==> src/design/qdw_consts.svh <==
/*
  Constants of the quad converter write decoder: frame field positions,
  register-select codes, reset values and frame lengths.
  Assumes inclusion by bare name from the design files of this block.
*/
`ifndef QDW_CONSTS_SVH
`define QDW_CONSTS_SVH

// ----------------------------------------------------------------------
// Frame lengths
// ----------------------------------------------------------------------
`define QDW_FRAME_BITS       6'h18
`define QDW_FRAME_BITS_CHK   6'h20
`define QDW_BIT_CNT_MAX      6'h21

// ----------------------------------------------------------------------
// Field positions inside the 24-bit command word
// ----------------------------------------------------------------------
`define QDW_RW_BIT           23
`define QDW_CHIP_HI_BIT      22
`define QDW_CHIP_LO_BIT      21
`define QDW_REGSEL_MSB       20
`define QDW_REGSEL_LSB       18
`define QDW_CHSEL_MSB        17
`define QDW_CHSEL_LSB        16
`define QDW_DATA_MSB         15
`define QDW_DATA_LSB         0
`define QDW_SUBSEL_MSB       15
`define QDW_SUBSEL_LSB       13
`define QDW_CTRL_DATA_MSB    12
`define QDW_CLR_EN_BIT       6

// ----------------------------------------------------------------------
// Register-select codes
// ----------------------------------------------------------------------
`define QDW_SEL_DATA         3'h0
`define QDW_SEL_GAIN         3'h2
`define QDW_SEL_GAIN_ALL     3'h3
`define QDW_SEL_OFFSET       3'h4
`define QDW_SEL_OFFSET_ALL   3'h5
`define QDW_SEL_CLEAR        3'h6
`define QDW_SEL_CONTROL      3'h7
`define QDW_SUBSEL_CHAN_CTRL 3'h2

// ----------------------------------------------------------------------
// Reset values and arithmetic
// ----------------------------------------------------------------------
`define QDW_DATA_RST         16'h0000
`define QDW_GAIN_RST         16'hffff
`define QDW_OFFSET_RST       16'h8000
`define QDW_CLEAR_RST        16'h0000
`define QDW_OFFSET_BIAS      19'sh08000
`define QDW_CODE_MAX         19'sh0ffff

`endif

==> src/design/qdw_pkg.sv <==
/*
  Types shared by the quad converter write decoder files.
  Assumes nothing beyond a SystemVerilog compiler.
*/
package qdw_pkg;
  typedef logic [15:0] qdw_code_t;
  typedef logic [1:0]  qdw_chan_t;
  typedef logic [2:0]  qdw_sel_t;
  typedef logic [12:0] qdw_ctrl_data_t;
  typedef logic [23:0] qdw_word_t;
  typedef logic [5:0]  qdw_bit_cnt_t;
  typedef enum logic {QDW_IDLE, QDW_SHIFT} qdw_rx_state_t;
endpackage

==> src/design/qdw_frame_rx.sv <==
/*
  Serial frame receiver: shifts the input bit in on every clock while the
  frame select is low and reports a whole command word when it rises.
  Assumes the clock is the serial clock and inputs are synchronous to it.
*/
`timescale 1ns/1ps
`include "qdw_consts.svh"

module qdw_frame_rx (
  input  wire logic              clk,          // Serial clock
  input  wire logic              rst_n,        // Synchronous reset, active low
  input  wire logic              sync_n,       // Frame select, active low
  input  wire logic              sdin,         // Serial data, MSB first
  input  wire logic              check_en,     // Frame carries a check byte
  output qdw_pkg::qdw_word_t     frame_word,   // Command word of last frame
  output logic                   frame_valid   // One-cycle pulse, whole frame
);
  import qdw_pkg::*;

  // --------------------------------------------------------------------
  // State
  // --------------------------------------------------------------------
  qdw_rx_state_t state_reg,  state_next;
  logic [31:0]   shift_reg,  shift_next;
  qdw_bit_cnt_t  cnt_reg,    cnt_next;
  qdw_word_t     word_reg,   word_next;
  logic          valid_reg,  valid_next;
  qdw_bit_cnt_t  expected;

  // --------------------------------------------------------------------
  // Next state
  // --------------------------------------------------------------------
  always_comb begin
    state_next = state_reg;
    shift_next = shift_reg;
    cnt_next   = cnt_reg;
    word_next  = word_reg;
    valid_next = 1'b0;
    expected   = check_en ? `QDW_FRAME_BITS_CHK : `QDW_FRAME_BITS;
    if (!sync_n) begin
      state_next = QDW_SHIFT;
      shift_next = {shift_reg[30:0], sdin};
      if (cnt_reg != `QDW_BIT_CNT_MAX) begin
        cnt_next = cnt_reg + 6'h01;
      end
    end else begin
      unique case (state_reg)
        QDW_IDLE: begin
          cnt_next = 6'h00;
        end
        QDW_SHIFT: begin
          // Short or long frames are dropped here
          valid_next = (cnt_reg == expected);
          word_next  = check_en ? shift_reg[31:8] : shift_reg[23:0];
          state_next = QDW_IDLE;
          cnt_next   = 6'h00;
        end
      endcase
    end
  end

  always_ff @(posedge clk) begin
    if (!rst_n) begin
      state_reg <= QDW_IDLE;
      shift_reg <= 32'h0000_0000;
      cnt_reg   <= 6'h00;
      word_reg  <= 24'h00_0000;
      valid_reg <= 1'b0;
    end else begin
      state_reg <= state_next;
      shift_reg <= shift_next;
      cnt_reg   <= cnt_next;
      word_reg  <= word_next;
      valid_reg <= valid_next;
    end
  end

  assign frame_word  = word_reg;
  assign frame_valid = valid_reg;
endmodule

==> src/design/qdw_out_calc.sv <==
/*
  Output code of one channel: data code scaled by the gain trim, then
  shifted by the bias-coded offset trim and clamped to the code range.
  Assumes its inputs are registers of the decoder.
*/
`timescale 1ns/1ps
`include "qdw_consts.svh"

module qdw_out_calc (
  input  wire logic              clk,      // Serial clock
  input  wire logic              rst_n,    // Synchronous reset, active low
  input  qdw_pkg::qdw_code_t     data,     // Channel data code
  input  qdw_pkg::qdw_code_t     gain,     // Gain trim, unsigned
  input  qdw_pkg::qdw_code_t     offset,   // Offset trim, midpoint bias
  output qdw_pkg::qdw_code_t     code      // Corrected code, registered
);
  import qdw_pkg::*;

  qdw_code_t         code_reg, code_next;
  logic [32:0]       product;
  logic signed [18:0] sum;

  // --------------------------------------------------------------------
  // Gain, offset and clamp
  // --------------------------------------------------------------------
  always_comb begin
    product = 33'(data) * 33'({1'b0, gain} + 17'h00001);
    sum     = $signed({2'b00, product[32:16]}) + $signed({3'b000, offset})
              - `QDW_OFFSET_BIAS;
    if (sum < 19'sh00000) begin
      code_next = 16'h0000;
    end else if (sum > `QDW_CODE_MAX) begin
      code_next = 16'hffff;
    end else begin
      code_next = sum[15:0];
    end
  end

  always_ff @(posedge clk) begin
    if (!rst_n) begin
      code_reg <= 16'h0000;
    end else begin
      code_reg <= code_next;
    end
  end

  assign code = code_reg;
endmodule

==> src/design/qdw_decoder.sv <==
/*
  Write decoder of a quad current-output converter. Takes serial command
  frames, checks the chip address, routes data, gain, offset and clear
  codes to the channels and passes control writes on to the control path.
  Assumes CLK is the serial clock, all inputs synchronous to it, and a
  host that sends whole frames MSB first while SYNC_N is low.
*/
`timescale 1ns/1ps
`include "qdw_consts.svh"

module qdw_decoder #(
  parameter int NUM_CH = 4,   // Channels served by the two channel bits
  parameter int CODE_W = 16   // Converter code width
) (
  CLK,
  RST_N,
  SYNC_N,
  SDIN,
  FRAME_CHECK_EN,
  CHIP_ADDR_STRAP_HI,
  CHIP_ADDR_STRAP_LO,
  CLEAR_IN,
  OUT_CODE,
  CLEAR_EN_STATE,
  FRAME_ACCEPT,
  CTRL_WR,
  CTRL_SUBSEL,
  CTRL_CHAN,
  CTRL_DATA
);
  import qdw_pkg::*;

  input  wire logic                     CLK;                 // Serial clock, 20 MHz
  input  wire logic                     RST_N;               // Synchronous reset, active low
  input  wire logic                     SYNC_N;              // Frame select, active low
  input  wire logic                     SDIN;                // Serial data in
  input  wire logic                     FRAME_CHECK_EN;      // Frames carry a check byte
  input  wire logic                     CHIP_ADDR_STRAP_HI;  // Address strap, high bit
  input  wire logic                     CHIP_ADDR_STRAP_LO;  // Address strap, low bit
  input  wire logic                     CLEAR_IN;            // External clear, active high
  output qdw_pkg::qdw_code_t            OUT_CODE [4];        // Output code per channel
  output logic [3:0]                    CLEAR_EN_STATE;      // Clear enable per channel
  output logic                          FRAME_ACCEPT;        // Pulse, write frame taken
  output logic                          CTRL_WR;             // Pulse, control write
  output qdw_pkg::qdw_sel_t             CTRL_SUBSEL;         // Control register select
  output qdw_pkg::qdw_chan_t            CTRL_CHAN;           // Control channel select
  output qdw_pkg::qdw_ctrl_data_t       CTRL_DATA;           // Control data bits

  // --------------------------------------------------------------------
  // Parameter check
  // --------------------------------------------------------------------
  if (NUM_CH != 4 || CODE_W != 16) begin : g_bad_param
    $error("qdw_decoder serves exactly four 16-bit channels");
  end

  // --------------------------------------------------------------------
  // Frame receiver
  // --------------------------------------------------------------------
  qdw_word_t frame_word;
  logic      frame_valid;

  qdw_frame_rx u_rx (
    .clk         (CLK),
    .rst_n       (RST_N),
    .sync_n      (SYNC_N),
    .sdin        (SDIN),
    .check_en    (FRAME_CHECK_EN),
    .frame_word  (frame_word),
    .frame_valid (frame_valid)
  );

  // --------------------------------------------------------------------
  // Frame fields
  // --------------------------------------------------------------------
  logic      is_write;
  logic      addr_match;
  logic      take;
  qdw_sel_t  reg_select;
  qdw_chan_t chan_sel;
  qdw_code_t data_field;
  logic      reg_select_bit2;
  logic      reg_select_bit1;
  logic      reg_select_bit0;
  logic      channel_select_hi;
  logic      channel_select_lo;
  logic      chip_addr_field_hi;
  logic      chip_addr_field_lo;

  always_comb begin
    chip_addr_field_hi = frame_word[`QDW_CHIP_HI_BIT];
    chip_addr_field_lo = frame_word[`QDW_CHIP_LO_BIT];
    reg_select_bit2    = frame_word[`QDW_REGSEL_MSB];
    reg_select_bit1    = frame_word[`QDW_REGSEL_MSB - 1];
    reg_select_bit0    = frame_word[`QDW_REGSEL_LSB];
    channel_select_hi  = frame_word[`QDW_CHSEL_MSB];
    channel_select_lo  = frame_word[`QDW_CHSEL_LSB];
    is_write   = ~frame_word[`QDW_RW_BIT];
    addr_match = (chip_addr_field_hi == CHIP_ADDR_STRAP_HI)
               & (chip_addr_field_lo == CHIP_ADDR_STRAP_LO);
    take       = frame_valid & is_write & addr_match;
    reg_select = {reg_select_bit2, reg_select_bit1, reg_select_bit0};
    chan_sel   = {channel_select_hi, channel_select_lo};
    data_field = frame_word[`QDW_DATA_MSB:`QDW_DATA_LSB];
  end

  // --------------------------------------------------------------------
  // Channel registers and control pass-through
  // --------------------------------------------------------------------
  qdw_code_t      data_reg   [4];
  qdw_code_t      data_next  [4];
  qdw_code_t      gain_reg   [4];
  qdw_code_t      gain_next  [4];
  qdw_code_t      offset_reg [4];
  qdw_code_t      offset_next[4];
  qdw_code_t      clear_reg  [4];
  qdw_code_t      clear_next [4];
  qdw_code_t      out_reg    [4];
  qdw_code_t      out_next   [4];
  qdw_code_t      calc_code  [4];
  logic [3:0]     clr_en_reg,  clr_en_next;
  logic           accept_reg,  accept_next;
  logic           ctrl_wr_reg, ctrl_wr_next;
  qdw_sel_t       subsel_reg,  subsel_next;
  qdw_chan_t      cchan_reg,   cchan_next;
  qdw_ctrl_data_t cdata_reg,   cdata_next;

  always_comb begin
    data_next    = data_reg;
    gain_next    = gain_reg;
    offset_next  = offset_reg;
    clear_next   = clear_reg;
    clr_en_next  = clr_en_reg;
    accept_next  = take;
    ctrl_wr_next = 1'b0;
    subsel_next  = subsel_reg;
    cchan_next   = cchan_reg;
    cdata_next   = cdata_reg;
    if (take) begin
      unique case (reg_select)
        `QDW_SEL_DATA: begin
          data_next[chan_sel] = data_field;
        end
        `QDW_SEL_GAIN: begin
          gain_next[chan_sel] = data_field;
        end
        `QDW_SEL_GAIN_ALL: begin
          for (int i = 0; i < 4; i++) begin
            gain_next[i] = data_field;
          end
        end
        `QDW_SEL_OFFSET: begin
          offset_next[chan_sel] = data_field;
        end
        `QDW_SEL_OFFSET_ALL: begin
          for (int i = 0; i < 4; i++) begin
            offset_next[i] = data_field;
          end
        end
        `QDW_SEL_CLEAR: begin
          clear_next[chan_sel] = data_field;
        end
        `QDW_SEL_CONTROL: begin
          ctrl_wr_next = 1'b1;
          subsel_next  = frame_word[`QDW_SUBSEL_MSB:`QDW_SUBSEL_LSB];
          cchan_next   = chan_sel;
          cdata_next   = frame_word[`QDW_CTRL_DATA_MSB:0];
          if (frame_word[`QDW_SUBSEL_MSB:`QDW_SUBSEL_LSB] == `QDW_SUBSEL_CHAN_CTRL) begin
            clr_en_next[chan_sel] = frame_word[`QDW_CLR_EN_BIT];
          end
        end
        default: begin
          accept_next = take;
        end
      endcase
    end
    // Clear outranks a data write landing in the same cycle
    for (int i = 0; i < 4; i++) begin
      if (CLEAR_IN && clr_en_reg[i]) begin
        data_next[i] = clear_reg[i];
      end
    end
  end

  // --------------------------------------------------------------------
  // Output codes
  // --------------------------------------------------------------------
  for (genvar g = 0; g < 4; g++) begin : g_chan
    qdw_out_calc u_calc (
      .clk    (CLK),
      .rst_n  (RST_N),
      .data   (data_reg[g]),
      .gain   (gain_reg[g]),
      .offset (offset_reg[g]),
      .code   (calc_code[g])
    );

    always_comb begin
      out_next[g] = (CLEAR_IN && clr_en_reg[g]) ? clear_reg[g] : calc_code[g];
    end
  end

  // --------------------------------------------------------------------
  // Registers
  // --------------------------------------------------------------------
  always_ff @(posedge CLK) begin
    if (!RST_N) begin
      for (int i = 0; i < 4; i++) begin
        data_reg[i]   <= `QDW_DATA_RST;
        gain_reg[i]   <= `QDW_GAIN_RST;
        offset_reg[i] <= `QDW_OFFSET_RST;
        clear_reg[i]  <= `QDW_CLEAR_RST;
        out_reg[i]    <= 16'h0000;
      end
      clr_en_reg  <= 4'h0;
      accept_reg  <= 1'b0;
      ctrl_wr_reg <= 1'b0;
      subsel_reg  <= 3'h0;
      cchan_reg   <= 2'h0;
      cdata_reg   <= 13'h0000;
    end else begin
      data_reg    <= data_next;
      gain_reg    <= gain_next;
      offset_reg  <= offset_next;
      clear_reg   <= clear_next;
      out_reg     <= out_next;
      clr_en_reg  <= clr_en_next;
      accept_reg  <= accept_next;
      ctrl_wr_reg <= ctrl_wr_next;
      subsel_reg  <= subsel_next;
      cchan_reg   <= cchan_next;
      cdata_reg   <= cdata_next;
    end
  end

  // --------------------------------------------------------------------
  // Port drive
  // --------------------------------------------------------------------
  assign OUT_CODE       = out_reg;
  assign CLEAR_EN_STATE = clr_en_reg;
  assign FRAME_ACCEPT   = accept_reg;
  assign CTRL_WR        = ctrl_wr_reg;
  assign CTRL_SUBSEL    = subsel_reg;
  assign CTRL_CHAN      = cchan_reg;
  assign CTRL_DATA      = cdata_reg;
endmodule

==> config.mk <==
export PLATFORM = sky130hd
export DESIGN_NAME = qdw_decoder
export DESIGN_NICKNAME = d
export VERILOG_FILES = /design/src/design/qdw_pkg.sv /design/src/design/qdw_frame_rx.sv /design/src/design/qdw_out_calc.sv /design/src/design/qdw_decoder.sv
export VERILOG_INCLUDE_DIRS = /design/src /design/src/design
export SDC_FILE = /design/constraint.sdc
export NUM_CORES = 2
export LEC_CHECK = 0
export ABC_AREA = 1
export BUFFER_PORTS_ARGS = -buffer_cell sky130_fd_sc_hd__buf_4
export CAP_MARGIN = 30
export CORE_UTILIZATION = 40
export DETAILED_ROUTE_END_ITERATION = 12
export PLACE_DENSITY = 0.6
export REMOVE_ABC_BUFFERS = 1
export SLEW_MARGIN = 25
export SYNTH_ARGS = -nofsm -noshare
export SYNTH_HDL_FRONTEND = slang
export SYNTH_SLANG_ARGS = --single-unit
==> constraint.sdc <==
create_clock -name CLK -period 9 [get_ports CLK]
set_input_delay 1.8 -clock CLK [delete_from_list [all_inputs] [get_ports CLK]]
set_output_delay 1.8 -clock CLK [all_outputs]
set_load 0.02 [all_outputs]
* After elaboration in Yosys (flattened, before gate mapping) *
Cells that the tools add are included.

word-level totals
  output and inout port bits = 88
  register bits = 472
  bits in latches = 0
  memories = 0
  bits in writable memories = 0
  memory bits (read-only) = 0

operators by class
  shift operators = 0
  add/subtract/negate cells = 13
  multiplexer cells = 30
  $lt $le $gt $ge = 12
  eq/ne operators = 11
  reduce and logical (&&, ||, !) cells = 34
  div/mod/pow operators = 0
  $mul = 4
  bitwise operators = 6

operators with widths
  operator                count
  $bwmux 64               4
  $pmux 64 s2             2
  $mux 16                 13
  $mul 16x33->33          4
  $mux 64                 2
  $gt 19x17->1 const B    4
  $lt 19x1->1 const B     4
  $sub 19x17->19 const B  4
  $add 17x16->18          4
  $add 16x1->17 const B   4
  $demux 16 s2            1
  $mux 24                 1
  $reduce_and 2->1        10
  $reduce_bool 2->1       10
  $eq 3x3->1 const B      4
  $reduce_or 2->1         5
  $eq 3x2->1 const B      3
  $add 6x1->6 const B     1
  $eq 6x6->1              1
  $logic_and 1x1->1       6
  $mux 6                  1
  $ne 6x6->1 const B      1
  $reduce_and 3->1        2
  $bwmux 4                1
  other kinds (11)        18

* Longest topological paths before layout *
  depth after elaboration = 9
  depth in mapped cells = 51

* Hierarchy *
From an unflattened synthesis, not the netlist that was laid out.

unflattened totals
  cells, all modules = 7614
  area, all modules = 58387.2 um^2

modules (own cells, without submodules)
  module                           cells an instance  seq. area each (um^2)  times used  area each (um^2)
  qdw_decoder                      1791               6886.6                 1           13650.6
  qdw_out_calc (g_chan[0].u_calc)  1388               320.3                  1           10639.0
  qdw_out_calc (g_chan[1].u_calc)  1371               320.3                  1           10540.1
  qdw_out_calc (g_chan[3].u_calc)  1378               320.3                  1           10500.1
  qdw_out_calc (g_chan[2].u_calc)  1368               320.3                  1           10472.5
  qdw_frame_rx                     318                1281.2                 1           2585.0

* Least setup slack after synthesis *
No wires, ideal clock.

  kind = reg-to-reg
  start point = register gain_reg[16] (netlist bit)
  end point = register g_chan[2].u_calc.code_reg[10]
  slack = 1.209 ns
  period minus slack after synthesis = 7.791 ns
  buffers on the path = 2
  stages on the path, launching flop included = 45
  arrival time = 7.682 ns
  required time = 8.892 ns
  path through = dfxtp_1 -> ha_1 -> nand4_1 -> nor2_1 -> nand3_1 -> nor2_1 -> inv_1 -> nor2_1 -> inv_1 -> nand2_1 -> inv_1 -> nor2_1 -> buf_2 -> nand2_1 -> fa_1 -> fa_1 -> fa_1 -> inv_1 -> [9 not listed] -> nand2_1 -> nand2_2 -> xor2_1 -> ha_1 -> inv_1 -> fa_1 -> inv_1 -> nand2_1 -> a21oi_1 -> nand3_1 -> nand2_1 -> a21o_1 -> nand3_1 -> nand3b_2 -> buf_2 -> nand3_1 -> nand2_1 -> inv_2

on the way
  word-level cells in the longest chain between the ends = 6
  elaborated cells on any way between the ends = 8
  classes of those cells = 3 x add/sub; 1 x mul; 2 x order compare; 1 x mux; 1 x reduce/logical

RTL lines
  what                                                          line                text
  start: declaration                                            qdw_decoder.sv:111  qdw_code_t gain_reg [4];
  start signal: indexed assignment                              qdw_decoder.sv:209  gain_reg[i] <= `QDW_GAIN_RST;
  start signal: assignment                                      qdw_decoder.sv:222  gain_reg <= gain_next;
  $add 16x1->17 *                                               qdw_out_calc.sv:27  product = 33'(data) * 33'({1'b0, gain} + 17'h00001);
  $mul 16x33->33 *                                              qdw_out_calc.sv:27
  $add 17x16->18 *                                              qdw_out_calc.sv:28  sum = $signed({2'b00, product[32:16]}) + $signed({3'b000, offset})
  $sub 19x17->19 (no line) *                                    --
  $gt 19x17->1 (no line) / $lt 19x1->1 (equally long branches)  --
  $mux 16 / $reduce_or 2->1 (equally long branches)             --
  end signal: assignment                                        qdw_out_calc.sv:43  code_reg <= code_next;
  end: declaration                                              qdw_out_calc.sv:19  qdw_code_t code_reg, code_next;

Mark *: on every way between the ends. The rest lies on a longest branch, timed or not.
A chain may end at the register's enable or synchronous reset.

* Worst setup path after layout *
  start point = register gain_reg[16] (netlist bit)
  end point = register g_chan[2].u_calc.code_reg[6]

The elaborated chain is that of the path after synthesis.

==> results.sh <==
export IMPL_maxSlewViolCount=0
export IMPL_wl_per_cell_um=19.3
export IMPL_fin_skew_ns=0.0517
export IMPL_vias_per_cell=5.14
export IMPL_placed_area_mm2=0.0593
export IMPL_layout_min_cycle_time_ns=8.49
export IMPL_grt_pass1_vias=48700
export IMPL_drt_met1_wl_mm=77.0
export IMPL_grt_max_degree=104
export IMPL_dr_wl_met3_mm=16.5
export IMPL_synth_top_area_share_pct=29.7
export IMPL_ir_worst_vdd_v=0.000138
export IMPL_drc=0
export IMPL_track_usage_pct=25.6
export IMPL_fp_dieArea_mm2=0.142
export IMPL_start_util_pct=40.5
export IMPL_worstPathArrival_ns=9.04
export IMPL_min_period_over_period_pct=94.4
export IMPL_clk_path_buf_depth=3
export IMPL_holdWs_ns=0.446
export IMPL_setup_ws_ns=0.505
export IMPL_ys_types=58
export IMPL_cp_max_fo=8
export IMPL_synthTopCellsByArea="fa_1 30%, dfxtp_1 17%, ha_1 11%, inv_1 10%, nand2_1 10%"
export IMPL_end_kind="register"
export IMPL_crit_buf_inv=9
export IMPL_io_pins=96
export IMPL_highest_layer="met4"
export IMPL_ys_seq_area_share_pct=16.9
export IMPL_rows=136
export IMPL_htreeDepth=2
export IMPL_route_vias_total=47700
export IMPL_power_density_mw_per_mm2=73.4
export IMPL_startpoint_type="register"
export IMPL_antenna_found_initial=2
export IMPL_startpoint="gain_reg[16]"
export IMPL_hpwl_mm=143
export IMPL_place_congestion=0.976
export IMPL_setup_viol=0
export IMPL_drtPass1Iterations=6
export IMPL_syn_inst=7283
export IMPL_drt_total_wl_mm=180
export IMPL_synth_warnings=0
export IMPL_clkSinkCount=472
export IMPL_outcome="complete, no violations"
export IMPL_min_path_type="reg -> reg"
export IMPL_hold_buffers=0
export IMPL_core_area_mm2=0.138
export IMPL_crit_slowest_cell="fa_1"
export IMPL_synth_area_mm2=0.0560
export IMPL_critPathTopFamily="adder cells"
export IMPL_diodes=0
export IMPL_ant_nets=0
export IMPL_syn_avg_cell_area_um2=7.69
export IMPL_cap_violations=0
export IMPL_worst_pin_slew_ns=1.06
export IMPL_reg2reg_from="gain_reg[16]"
export IMPL_drt_iter0_markers=3842
export IMPL_cts_tree="built"
export IMPL_relSlewSlack_pct=29.3
export IMPL_synth_edf_count=0
export IMPL_dp_worst_setup_slack_ns=0.113
export IMPL_yosysMostFrequentCell="inv_1"
export IMPL_design_area_mm2=0.0619
export IMPL_critPathKind="reg -> reg"
export IMPL_cts_inserted_buffers=51
export IMPL_gr_total_overflow=0
export IMPL_clock_fmax_mhz=118
export IMPL_synthToLayoutAreaGrowth_pct=10.5
export IMPL_final_nets=8703
export IMPL_clk_insertion_delay_late_ns=0.66
export IMPL_slowest_delay_ns=0.55
export IMPL_synth_common_cells="1535 x inv_1, 1508 x nand2_1, 832 x fa_1, 741 x nor2_1, 483 x ha_1"
export IMPL_grt_pass1_wl_mm=278
export IMPL_async_flop_share_pct=0
export IMPL_cpMostUsedCell="nand2_1"
export IMPL_root_buffer="clkbuf_16"
export IMPL_clk_pin_slew_worst_paths_ns=0.07
export IMPL_hold_violations=0
export IMPL_yosys_area_top_type="fa_1"
export IMPL_min_from="g_chan[1].u_calc.code[9]"
export IMPL_required_ns=9.55
export IMPL_final_layout_size_suffix_gt1_share_pct=7.57
export IMPL_p_leak_nw=31.3
export IMPL_synth_ff_type="dfxtp_1"
export IMPL_die_w_um=376
export IMPL_dr_wl_met2_mm=79.6
export IMPL_ys_ff_latch=472
export IMPL_die_h_um=376
export IMPL_portBuffers=95
export IMPL_p_total_mw=4.55
## worst register-to-register path, delay by kind of cell (launching register included)
family | cells | cell delay (ns)
AOI/OAI and AO/OA | 2 | 0.31
xor gates and xnor gates | 1 | 0.30
DFF | 1 | 0.38
adders and majority gates | 9 | 3.99
buffers and inverters | 9 | 0.73
and+or+nand+nor | 22 | 2.70
## per-layer routing
layer | track usage (%) | vias to the layer above
met1 | 34.4 | 23300
li1 | - | 22300
met2 | 40.2 | 1744
met4 | 8.37 | 0
met5 | 0 | -
met3 | 6.11 | 325
## cell families (layout without fill, tap and decap cells)
group | count (synthesis) | count (layout) | share of synthesized area [%]
buffers and inverters | 1839 | 1975 | 12.5
adders and majority gates | 1315 | 1315 | 40.5
and+or+nand+nor | 2556 | 2558 | 18.3
AOI/OAI and AO/OA | 975 | 975 | 9.78
DFF | 472 | 472 | 16.9
xor gates and xnor gates | 126 | 126 | 2.00
## per-stage QoR
step / setup TNS [ns] / std cells / utilization (%)
after floorplan: 0 / 7032 / -
after global placement: 0 / 9139 / 42.8
after global routing: -0.668 / 9284 / 44.8
after CTS: 0 / 9242 / 44.2
after detailed placement: 0 / 9148 / 42.9
final: 0 / 9284 / 44.8
## worst paths after layout
path	end	slack [ns]	depth (start not counted)
setup / recovery	g_chan[2].u_calc.code[6]	0.51	43
hold / removal	OUT_CODE[41]	0.45	2
setup reg to reg	g_chan[2].u_calc.code[6]	0.51	43
hold reg to reg	OUT_CODE[41]	0.45	2
## cell usage in the layout, fill, tap and decap left out, types with 30 or more instances in the layout
cell type / synthesis / layout
nand4_1: 33 / 33
clkbuf_16: 0 / 51
fa_1: 832 / 832
o22ai_1: 31 / 31
a21oi_1: 443 / 428
a31oi_1: 66 / 66
xnor2_1: 53 / 50
nand2_1: 1508 / 1498
inv_1: 1535 / 1534
nand3_1: 152 / 149
o211ai_1: 95 / 95
dfxtp_1: 472 / 465
nor2_1: 741 / 729
nand2_2: 28 / 30
ha_1: 483 / 475
buf_4: 13 / 275
xor2_1: 71 / 64
o21ai_0: 258 / 249
## power by group
group | switching (mW) | internal, mW
logic | 0.103 | 0.0244
clock network | 0.978 | 1.33
registers | 0.0150 | 2.10
total | 1.10 | 3.45
## cell type report
| class | instances | area [um^2] |
|---|---|---|
| Clock buffer | 74 | 1480 |
| Multi-Input combinational cell | 4974 | 40000 |
| Sequential cell | 472 | 9460 |
| Inverter | 1588 | 6000 |
| Tap cell | 1863 | 2330 |
| Clock inverter | 20 | 348 |
| Timing Repair Buffer | 293 | 2320 |
| Fill cell | 14100 | 76200 |
## what timing repair did
action | 4_1_cts | 5_1_grt
resized for setup | 0 | 110
setup endpoints to repair | 0 | 64
buffers inserted | 0 | 34
Power figures use the tool's default switching activity.
